$ cat config.mk
export PLATFORM = sky130hd
export DESIGN_NAME = ulpi_func_ctrl
export DESIGN_NICKNAME = d
export VERILOG_FILES = /design/src/ulpi_fc_pkg.sv /design/src/cycle_timer.sv /design/src/func_ctrl_merge.sv /design/src/ulpi_func_ctrl.sv
export SDC_FILE = /design/constraint.sdc
export NUM_CORES = 1
export LEC_CHECK = 0
export ABC_CLOCK_PERIOD_IN_PS = 2800
export BUFFER_PORTS_ARGS = -buffer_cell sky130_fd_sc_hd__buf_2
export CELL_PAD_IN_SITES_DETAIL_PLACEMENT = 1
export CELL_PAD_IN_SITES_GLOBAL_PLACEMENT = 2
export CORE_MARGIN = 2
export CORE_UTILIZATION = 35
export DETAILED_ROUTE_END_ITERATION = 12
export PLACE_DENSITY = 0.84
export SKIP_LAST_GASP = 1
export SLEW_MARGIN = 20
export SYNTH_ARGS = -nofsm -noshare
export SYNTH_HDL_FRONTEND = slang
export SYNTH_SLANG_ARGS = --single-unit
$ cat constraint.sdc
create_clock -name mclk -period 2.8 [get_ports mclk]
set_input_delay 0.56 -clock mclk [delete_from_list [all_inputs] [get_ports mclk]]
set_output_delay 0.56 -clock mclk [all_outputs]
set_load 0.01 [all_outputs]
$ cat src/ulpi_fc_pkg.sv
package ulpi_fc_pkg;

  localparam logic [5:0] ADDR_FC = 6'h04;
  localparam logic [5:0] ADDR_FC_SET = 6'h05;
  localparam logic [5:0] ADDR_FC_CLR = 6'h06;

  localparam logic [1:0] CMD_REG_WRITE = 2'h2;
  localparam logic [1:0] CMD_REG_READ = 2'h3;
  localparam int CMD_MSB = 7;
  localparam int CMD_LSB = 6;
  localparam int ADDR_MSB = 5;

  localparam int FC_LOW_POWER_N_BIT = 6;
  localparam int FC_XCVR_RESET_BIT = 5;
  localparam int FC_STYLE_MSB = 4;
  localparam int FC_STYLE_LSB = 3;
  localparam int FC_TERM_BIT = 2;
  localparam int FC_SPEED_MSB = 1;
  localparam int FC_SPEED_LSB = 0;

  localparam logic [7:0] FC_RESET_VALUE = 8'h41;
  localparam logic [7:0] FC_WRITE_MASK = 8'h7f;
  localparam logic [7:0] FC_READ_MASK = 8'h5f;
  localparam logic [7:0] UNMAPPED_READ = 8'h00;

  localparam int CORE_RESET_CYCLES_DEFAULT = 16;

  localparam int RXCMD_LINE_LSB = 0;
  localparam int RXCMD_VBUS_LSB = 2;

  typedef enum logic [1:0] {
    SPEED_HS = 2'h0,
    SPEED_FS = 2'h1,
    SPEED_LS = 2'h2,
    SPEED_FS_FOR_LS = 2'h3
  } speed_t;

  typedef enum logic [1:0] {
    STYLE_NORMAL = 2'h0,
    STYLE_NON_DRIVING = 2'h1,
    STYLE_NO_STUFF_NRZI = 2'h2,
    STYLE_RESERVED = 2'h3
  } style_t;

  typedef enum logic [1:0] {
    WR_PLAIN = 2'h0,
    WR_SET = 2'h1,
    WR_CLEAR = 2'h2
  } wr_kind_t;

  localparam int CTL_CORE_POWER = 0;
  localparam int CTL_HS_XCVR = 1;
  localparam int CTL_FS_XCVR = 2;
  localparam int CTL_LS_XCVR = 3;
  localparam int CTL_FS_PREAMBLE = 4;
  localparam int CTL_TX_DRIVE = 5;
  localparam int CTL_BITSTUFF_NRZI = 6;
  localparam int CTL_STYLE_RSVD = 7;
  localparam int CTL_PULLUP_DP = 8;
  localparam int CTL_PULLUP_DM = 9;
  localparam int CTL_HS_TERM = 10;
  localparam int CTL_W = 11;

  function automatic logic [7:0] fc_readback(input logic [7:0] value);
    fc_readback = value & FC_READ_MASK;
  endfunction

  function automatic logic [CTL_W-1:0] ctl_decode(input logic [7:0] fc,
                                                  input logic dp_pd, input logic dm_pd);
    logic [CTL_W-1:0] c;
    logic awake;
    logic periph;
    logic [1:0] spd;
    logic [1:0] sty;
    c = '0;
    awake = fc[FC_LOW_POWER_N_BIT];
    periph = !(dp_pd || dm_pd);
    spd = fc[FC_SPEED_MSB:FC_SPEED_LSB];
    sty = fc[FC_STYLE_MSB:FC_STYLE_LSB];
    c[CTL_CORE_POWER] = awake;
    c[CTL_HS_XCVR] = awake && (spd == SPEED_HS);
    c[CTL_FS_XCVR] = awake && (spd == SPEED_FS || spd == SPEED_FS_FOR_LS);
    c[CTL_LS_XCVR] = awake && (spd == SPEED_LS);
    c[CTL_FS_PREAMBLE] = (spd == SPEED_FS_FOR_LS);
    c[CTL_TX_DRIVE] = (sty != STYLE_NON_DRIVING);
    c[CTL_BITSTUFF_NRZI] = (sty != STYLE_NO_STUFF_NRZI);
    c[CTL_STYLE_RSVD] = (sty == STYLE_RESERVED);
    c[CTL_PULLUP_DP] = periph && fc[FC_TERM_BIT] && (spd != SPEED_LS);
    c[CTL_PULLUP_DM] = periph && fc[FC_TERM_BIT] && (spd == SPEED_LS);
    c[CTL_HS_TERM] = !fc[FC_TERM_BIT] && (spd == SPEED_HS) && (sty != STYLE_NON_DRIVING);
    ctl_decode = c;
  endfunction

endpackage

$ cat src/cycle_timer.sv
`timescale 1ns/1ps
`default_nettype none
module cycle_timer #(
  parameter int CYCLES = 16
) (
  input wire logic mclk,
  input wire logic arst_n,
  input wire logic start,
  output logic done
);
  localparam int W = $clog2(CYCLES + 1);
  localparam logic [W-1:0] LOAD = W'(CYCLES - 1);

  logic [W-1:0] count_reg;
  logic run_reg;

  always_ff @(posedge mclk or negedge arst_n) begin
    if (!arst_n) begin
      count_reg <= '0;
      run_reg <= 1'b0;
    end else if (start) begin
      count_reg <= LOAD;
      run_reg <= 1'b1;
    end else if (run_reg) begin
      if (count_reg == '0) begin
        run_reg <= 1'b0;
      end else begin
        count_reg <= count_reg - 1'b1;
      end
    end
  end

  assign done = run_reg && (count_reg == '0);
endmodule
`default_nettype wire

$ cat src/func_ctrl_merge.sv
`timescale 1ns/1ps
`default_nettype none
module func_ctrl_merge
  import ulpi_fc_pkg::*;
(
  input wire logic [7:0] current,
  input wire logic [7:0] wdata,
  input wire logic [1:0] kind,
  output logic [7:0] merged
);
  // Bit 7 is masked on every path so it can never become one
  always_comb begin
    unique case (kind)
      WR_PLAIN: merged = wdata & FC_WRITE_MASK;
      WR_SET: merged = (current | wdata) & FC_WRITE_MASK;
      WR_CLEAR: merged = current & ~wdata & FC_WRITE_MASK;
      default: merged = current & FC_WRITE_MASK;
    endcase
  end
endmodule
`default_nettype wire

$ cat src/ulpi_func_ctrl.sv
// Summary of operation
// - Suspend bit low powers down all but FS receiver, comparators and interface pins.
// - Leaving low-power mode sets the suspend bit again by hardware.
// - Transceiver reset hits only the core; interface and registers stay.
// - Reset bit set: raise DIR, reset core, then drop DIR, clear bit.
// - After that DIR drop, raise DIR again and send an RX command.
// - Reset bit always reads back as zero.
// - Bits 4:3 pick transmit style: normal, non-driving, no stuffing/NRZI.
// - Transmit style 3 is reserved and behaves as normal.
// - Bit 2 controls pull-up and HS terminations, per speed, style, pulldowns.
// - Bits 1:0 pick HS, FS or LS transceiver.
// - Speed code 3 sends LS packets on FS transceiver with preamble.
// - Reset value: suspend bit one, speed FS, all else zero.
// - Offset 0x04 reads and writes the function settings.
// - Offset 0x05 reads the register; written ones set bits.
// - Offset 0x06 reads the register; written ones clear bits.
`timescale 1ns/1ps
`default_nettype none
module ulpi_func_ctrl
  import ulpi_fc_pkg::*;
#(
  parameter int CORE_RESET_CYCLES = CORE_RESET_CYCLES_DEFAULT
) (
  input wire logic mclk,
  input wire logic arst_n,
  input wire logic [7:0] ulpi_data_in,
  output logic [7:0] ulpi_data_out,
  output logic ulpi_data_oe,
  output logic ulpi_dir,
  output logic ulpi_nxt,
  input wire logic ulpi_stp,
  input wire logic low_power_exit,
  input wire logic [1:0] line_state,
  input wire logic [1:0] vbus_state,
  input wire logic plus_line_pulldown,
  input wire logic minus_line_pulldown,
  output logic low_power_n,
  output logic [1:0] speed_select,
  output logic [1:0] transmit_style,
  output logic termination_select,
  output logic core_reset,
  output logic core_power_en,
  output logic hs_xcvr_en,
  output logic fs_xcvr_en,
  output logic ls_xcvr_en,
  output logic fs_preamble_en,
  output logic tx_drive_en,
  output logic bitstuff_nrzi_en,
  output logic style_reserved,
  output logic pullup_dp_en,
  output logic pullup_dm_en,
  output logic hs_term_en
);
  localparam logic [CTL_W-1:0] CTL_RESET = ctl_decode(FC_RESET_VALUE, 1'b0, 1'b0);

  typedef enum logic [3:0] {
    ST_IDLE = 4'h0,
    ST_WR_CMD = 4'h1,
    ST_WR_DATA = 4'h2,
    ST_WR_STP = 4'h3,
    ST_RD_CMD = 4'h4,
    ST_RD_TURN = 4'h5,
    ST_RD_DATA = 4'h6,
    ST_RD_END = 4'h7,
    ST_XR_HOLD = 4'h8,
    ST_XR_GAP = 4'h9,
    ST_XR_TURN = 4'ha,
    ST_XR_RXCMD = 4'hb
  } state_t;

  state_t state_reg;
  state_t state_next;
  logic [7:0] fc_reg;
  logic [7:0] fc_next;
  logic [7:0] merged;
  logic [5:0] addr_reg;
  logic [7:0] wdata_reg;
  logic [7:0] data_out_reg;
  logic core_reset_reg;
  logic [CTL_W-1:0] ctl_reg;
  logic timer_start;
  logic timer_done;
  logic addr_mapped;
  logic [1:0] wr_kind;
  logic commit;

  cycle_timer #(
    .CYCLES(CORE_RESET_CYCLES)
  ) u_core_timer (
    .mclk(mclk),
    .arst_n(arst_n),
    .start(timer_start),
    .done(timer_done)
  );

  func_ctrl_merge u_merge (
    .current(fc_reg),
    .wdata(wdata_reg),
    .kind(wr_kind),
    .merged(merged)
  );

  // Only the three function-control offsets are decoded here
  always_comb begin
    addr_mapped = 1'b1;
    wr_kind = WR_PLAIN;
    unique case (addr_reg)
      ADDR_FC: wr_kind = WR_PLAIN;
      ADDR_FC_SET: wr_kind = WR_SET;
      ADDR_FC_CLR: wr_kind = WR_CLEAR;
      default: addr_mapped = 1'b0;
    endcase
  end

  assign commit = (state_reg == ST_WR_STP) && ulpi_stp && addr_mapped;
  assign timer_start = (state_reg == ST_IDLE) && fc_reg[FC_XCVR_RESET_BIT];

  always_comb begin
    state_next = state_reg;
    unique case (state_reg)
      ST_IDLE: begin
        // A pending core reset takes the bus before any new command
        if (fc_reg[FC_XCVR_RESET_BIT]) begin
          state_next = ST_XR_HOLD;
        end else if (ulpi_data_in[CMD_MSB:CMD_LSB] == CMD_REG_WRITE) begin
          state_next = ST_WR_CMD;
        end else if (ulpi_data_in[CMD_MSB:CMD_LSB] == CMD_REG_READ) begin
          state_next = ST_RD_CMD;
        end
      end
      ST_WR_CMD: state_next = ST_WR_DATA;
      ST_WR_DATA: state_next = ST_WR_STP;
      ST_WR_STP: begin
        if (ulpi_stp) begin
          state_next = ST_IDLE;
        end
      end
      ST_RD_CMD: state_next = ST_RD_TURN;
      ST_RD_TURN: state_next = ST_RD_DATA;
      ST_RD_DATA: state_next = ST_RD_END;
      ST_RD_END: state_next = ST_IDLE;
      ST_XR_HOLD: begin
        if (timer_done) begin
          state_next = ST_XR_GAP;
        end
      end
      ST_XR_GAP: state_next = ST_XR_TURN;
      ST_XR_TURN: state_next = ST_XR_RXCMD;
      ST_XR_RXCMD: state_next = ST_RD_END;
      default: state_next = ST_IDLE;
    endcase
  end

  always_ff @(posedge mclk or negedge arst_n) begin
    if (!arst_n) begin
      state_reg <= ST_IDLE;
    end else begin
      state_reg <= state_next;
    end
  end

  always_ff @(posedge mclk or negedge arst_n) begin
    if (!arst_n) begin
      addr_reg <= '0;
      wdata_reg <= '0;
    end else begin
      if (state_reg == ST_IDLE) begin
        addr_reg <= ulpi_data_in[ADDR_MSB:0];
      end
      if (state_reg == ST_WR_DATA) begin
        wdata_reg <= ulpi_data_in;
      end
    end
  end

  // Register contents; a core reset never touches them
  always_comb begin
    fc_next = fc_reg;
    if (commit) begin
      fc_next = merged;
    end
    if (state_reg == ST_XR_GAP) begin
      fc_next[FC_XCVR_RESET_BIT] = 1'b0;
    end
    // Hardware set is applied last so it wins over a clearing write
    if (low_power_exit) begin
      fc_next[FC_LOW_POWER_N_BIT] = 1'b1;
    end
  end

  always_ff @(posedge mclk or negedge arst_n) begin
    if (!arst_n) begin
      fc_reg <= FC_RESET_VALUE;
    end else begin
      fc_reg <= fc_next;
    end
  end

  always_ff @(posedge mclk or negedge arst_n) begin
    if (!arst_n) begin
      data_out_reg <= '0;
    end else if (state_reg == ST_RD_TURN) begin
      data_out_reg <= addr_mapped ? fc_readback(fc_reg) : UNMAPPED_READ;
    end else if (state_reg == ST_XR_TURN) begin
      data_out_reg <= '0;
      data_out_reg[RXCMD_LINE_LSB +: 2] <= line_state;
      data_out_reg[RXCMD_VBUS_LSB +: 2] <= vbus_state;
    end
  end

  always_ff @(posedge mclk or negedge arst_n) begin
    if (!arst_n) begin
      core_reset_reg <= 1'b0;
    end else begin
      core_reset_reg <= (state_next == ST_XR_HOLD);
    end
  end

  // Registered so the analog controls never glitch on a bus write
  always_ff @(posedge mclk or negedge arst_n) begin
    if (!arst_n) begin
      ctl_reg <= CTL_RESET;
    end else begin
      ctl_reg <= ctl_decode(fc_reg, plus_line_pulldown, minus_line_pulldown);
    end
  end

  assign ulpi_dir = (state_reg == ST_RD_TURN) || (state_reg == ST_RD_DATA) ||
                    (state_reg == ST_XR_HOLD) || (state_reg == ST_XR_TURN) ||
                    (state_reg == ST_XR_RXCMD);
  assign ulpi_nxt = (state_reg == ST_WR_CMD) || (state_reg == ST_WR_DATA) ||
                    (state_reg == ST_RD_CMD);
  assign ulpi_data_oe = (state_reg == ST_RD_DATA) || (state_reg == ST_XR_RXCMD);
  assign ulpi_data_out = data_out_reg;

  assign low_power_n = fc_reg[FC_LOW_POWER_N_BIT];
  assign speed_select = fc_reg[FC_SPEED_MSB:FC_SPEED_LSB];
  assign transmit_style = fc_reg[FC_STYLE_MSB:FC_STYLE_LSB];
  assign termination_select = fc_reg[FC_TERM_BIT];
  assign core_reset = core_reset_reg;
  assign core_power_en = ctl_reg[CTL_CORE_POWER];
  assign hs_xcvr_en = ctl_reg[CTL_HS_XCVR];
  assign fs_xcvr_en = ctl_reg[CTL_FS_XCVR];
  assign ls_xcvr_en = ctl_reg[CTL_LS_XCVR];
  assign fs_preamble_en = ctl_reg[CTL_FS_PREAMBLE];
  assign tx_drive_en = ctl_reg[CTL_TX_DRIVE];
  assign bitstuff_nrzi_en = ctl_reg[CTL_BITSTUFF_NRZI];
  assign style_reserved = ctl_reg[CTL_STYLE_RSVD];
  assign pullup_dp_en = ctl_reg[CTL_PULLUP_DP];
  assign pullup_dm_en = ctl_reg[CTL_PULLUP_DM];
  assign hs_term_en = ctl_reg[CTL_HS_TERM];
endmodule
`default_nettype wire

======== Yosys cells after proc, flatten, opt, wreduce, memory -nomap -nowiden ========
Index checks and enable logic that the tools add are counted.
word-level totals
  register bits after elaboration ......... 50
  bits in latches ......................... 0
  bits in writable memories ............... 0
  ROM bits ................................ 0
  output and inout bits ................... 29
  word-level logic and storage cells ...... 102
  memories kept ........................... 0
operators by class
  add/sub/neg operators ................... 1
  $mul .................................... 0
  div/mod/pow operators ................... 0
  order comparisons ....................... 0
  equality and inequality tests ........... 26
  shift operators ......................... 0
  muxes and demuxes ....................... 21
  bitwise gates (word level) .............. 3
  reductions and logical operators ........ 40
operators with widths
  operator             number
  $pmux 4 s10          1
  $pmux 7 s3           1
  $eq 4x4->1 const B   5
  $mux 4               5
  $eq 6x3->1 const B   3
  $mux 8               2
  $mux 5               3
  $mux 7               2
  $eq 2x2->1 const B   6
  $eq 4x3->1 const B   3
  $logic_and 1x1->1    12
  $logic_or 1x1->1     9
  $eq 4x2->1 const B   2
  $reduce_and 2->1     4
  $reduce_bool 2->1    4
  $reduce_bool 4->1    2
  $and 7x7->7          1
  $not 7->7            1
  $or 7x7->7           1
  $mux 1               6
  $ne 2x2->1 const B   3
  $logic_not 5->1      1
  $sub 5x1->5 const B  1
  $eq 2x1->1 const B   2
  other kinds (9)      11

======== Logic depth before layout (Yosys ltp) ========
  depth after elaboration ................. 6
  depth in mapped cells ................... 8
  depth with buffers taken out ............ 8

======== Hierarchy ========
A second synthesis with hierarchy kept.
second synthesis, totals
  cells, all modules ...................... 225
  area, all modules ....................... 2466.1 µm²
modules (own cells, without submodules)
  module           times used  cells each  area each (µm²)
  ulpi_func_ctrl   1           166         1990.7
  cycle_timer      1           28          295.3
  func_ctrl_merge  1           31          180.2

======== Least setup slack after synthesis ========
OpenSTA, ideal clock, no wires.
  path kind ............................... reg2reg
  start ................................... reg addr_reg[3]
  end ..................................... reg fc_reg[5]
  setup time .............................. 119 ps
  arrival time ............................ 1976 ps
  data required time ...................... 2681 ps
  path slack .............................. 705 ps
  stages on the path, launching flop included .. 8
  cells stage by stage .................... dfrtp_1 > nor4b_1 > nand3b_1 > ha_1 > or2b_2 > o21ai_0 > mux2i_1 > o21a_1
on the way
  word-level cells in the longest chain between the ends .. 6
RTL lines
  item                                                    RTL line                                      RTL
  start: declaration                                      ulpi_func_ctrl.sv:76                          logic [5:0] addr_reg;
  start signal: assignment                                ulpi_func_ctrl.sv:168                         addr_reg <= ulpi_data_in[ADDR_MSB:0];
  $eq 6x3->1                                              ulpi_func_ctrl.sv:107                         unique case (addr_reg)
  $pmux 2 s2 / $reduce_or 3->1 (equally long branches)    n/a
  $eq 2x2->1, or another cell as far along                func_ctrl_merge.sv:13                         unique case (kind)
  $pmux 7 s3 / $logic_and 1x1->1 (equally long branches)  func_ctrl_merge.sv:13, ulpi_func_ctrl.sv:115
  $mux 7 / $reduce_bool 2->1 (equally long branches)      n/a
  $mux 1 / $reduce_and 2->1 (equally long branches)       n/a
  end signal: assignment                                  ulpi_func_ctrl.sv:195                         fc_reg <= fc_next;
  end: declaration                                        ulpi_func_ctrl.sv:73                          logic [7:0] fc_reg;
Several ways; a longest one is shown, not always the timed one. The select of a mux whose other input is x is not followed.
A chain may end at the register's enable or synchronous reset.

======== Final worst setup path ========
Same ends and word-level chain as after synthesis.

==> flow_summary.ini <==
[status]
status = completed

[global_route]
track_usage_pct = 15.4
antenna_found_initial = 0
grt_pass1_wl_um = 9010
grt_use_met1_pct = 20.7
grt_max_degree = 49
gr-usage-met2_pct = 24.8
grt_overflow = 0
use_met3_pct = 3.24
grt_pass1_vias = 1822
top_usage_layer = met2

[critical_path]
critPathMaxFanout = 8
path_cells = nor4b_1 -> nand3b_1 -> ha_1 -> or2b_2 -> o21ai_0 -> mux2i_1 -> o21a_1
r2r-start = addr_reg[3]
required_ns = 3.00
end_kind = flip-flop
critPathKind = reg2reg
r2r_slack_ns = 0.36
max_stage_delay_ns = 0.47
regToRegEndpoint = fc_reg[5]
cp.arrival_ns = 2.64
worstRegToRegCells = 7
crit_slowest_cell = ha_1
worstSetupStartpointType = flip-flop

[sta]
max_clock_freq_mhz = 409
finalSetupViolations = 0
max_slew_margin_pct = 59.5
worstMarginPinSlew_ns = 0.608
fin_setup_tns_ns = 0
drv_slew = 0
min_period_over_period_pct = 87.2
timing_hold_violations_final = 0
finClkSkew_ns = 0.00640
rsz0062_at_grt = no
layout_min_cycle_time_ns = 2.44
setup_ws_ns = 0.358

[yosys]
post_synth_inst_count = 213
synthFlopType = dfrtp_1
ys_top_cells_by_area = dfrtp_1, dfstp_2, mux2_2
yosys_warnings = 0
synth_seq_area_share_pct = 50.8
synth_area_sq_um = 2380
synth_enable_flop_cells = 0
synth_top_area_cell = dfrtp_1
async_reset_ff_share_pct = 100
synth-seq-cells = 48
synth_top_area_share_pct = 44.1
syn_area_per_cell_sq_um = 11.2
yosysUniqueCellTypes = 49

[cts]
cts_hold_buffers = 0
clk_pin_slew_ns = 0.09
cts_setup_buffers = 0
cts_sinks = 48
clk_path_buf_depth = 2
cts_tree = built
cts_resized = 0
htreeDepth = 2
cts_buffers = 5
root_buffer = clkbuf_8
clkLatencyLatePin_ns = 0.30

[placement]
numPortBuffers = 44
placedCellCount = 332
dp_slack_ns = 0.408
gp_congestion = 0.800
dp_hpwl_um = 3810

[power]
ir_drop_uv = 359
power.leakage_uw = 0.00128
p_total_uw = 2870
power_density_nw_per_um2 = 1040

[detailed_routing]
vias = 1768
drt-total-wl_um = 5210
drc_errors = 0
drtAntennaViolNets = 0
wl_per_cell_um = 15.3
viasPerCell = 5.20
drt_iter0_markers = 71
first_pass_iters = 4

[run]
cap_violations = 0

[floorplanning]
rows = 30
core_region_area_sq_um = 6680
dieArea_sq_um = 7480
die_height_um = 86.5
initial_core_util_pct = 35.6
die_x_um = 86.5
ios = 47

[final_layout]
largest_reg_flops = 11
stdcell_count = 340
fin_nets = 283
drive_above_1_share_pct = 33.8
syn_to_final_growth_pct = 16.1
fin_util_pct = 41.4
n_antenna_cell = 0

[min_path]
hp-class = in2async
==> critical path, delay by kind of cell (launching register included) <==
family | cells | cell delay [ns]
AOI/OAI and AO/OA | 2 | 0.32
adders and majority gates | 1 | 0.47
muxes | 1 | 0.10
and+or+nand+nor | 3 | 1.05
DFF | 1 | 0.41
==> layout by cell type (no fill, tap or decap), drive strengths merged, types with 3 or more instances in the layout <==
cell and n:
a221oi 5, and2b 4, ha 6, nand3 5
dfrtp 42, mux2 13, and2 3, o211ai 3
a32o 3, clkbuf 5, o21ai 7, dfstp 6
xor2 4, nor2b 7, nand2 16, buf 50
nor4b 6, nand2b 3, nor2 8, inv 12
a21oi 14, o22ai 5
==> per-stage QoR <==
step | cell area [sq um] | hold slack [ns]
2_1_floorplan | 2380 | 0.264
3_3_place_gp | 2670 | 0.403
3_5_place_dp | 2670 | 0.399
4_1_cts | 2760 | 0.359
5_1_grt | 2760 | 0.398
6_report | 2760 | 0.341
==> cell usage after synthesis (6+ instances only) <==
master / number
a21oi_1: 14
buf_4: 7
dfrtp_1: 42
dfstp_2: 6
ha_1: 6
inv_1: 12
mux2_2: 13
nand2_1: 16
nor2_1: 8
nor2b_1: 7
o21ai_0: 7
==> metal layers <==
metal  vias to the layer above  share of wire, %
li1                        846                 -
met2                        43                47
met4                         0               1.5
met1                       873                47
met3                         6               4.5
met5                         -                 0
==> how the worst max path moves through the flow <==
| stage | start | endpoint |
|---|---|---|
| global route | addr_reg[3] | fc_reg[6] |
| detailed placement | addr_reg[3] | fc_reg[5] |
| CTS | addr_reg[3] | fc_reg[6] |
| global placement | addr_reg[3] | fc_reg[5] |
| finish | addr_reg[3] | fc_reg[5] |
| floorplan | addr_reg[3] | fc_reg[5] |
==> kinds of logic after synthesis <==
group / count (synthesis) / share of synthesized area, %
and+or+nand+nor: 68 / 18.2
muxes: 14 / 6.57
other: 1 / 0.157
adders and majority gates: 6 / 3.15
buffers and inverters: 24 / 5.20
DFF: 48 / 50.8
AOI/OAI and AO/OA: 47 / 14.1
xor gates and xnor gates: 5 / 1.84
==> report_power, final <==
group	internal (uW)	total [uW]	leakage [uW]	switching [uW]
combinational	577	1150	0.000647	570
clock	177	416	0.0000404	239
sequential	998	1300	0.000589	305
==> final cells by class <==
class,instances,area [sq um]
clock buffers,5,68.8
clock inverters,3,23.8
fillers,783,3920
inverters,12,45.0
multi-input cells,142,1050
flip-flops and latches,48,1210
well taps,80,100
repair buffers,50,265
Note: power is estimated with default switching activity, not from simulation.
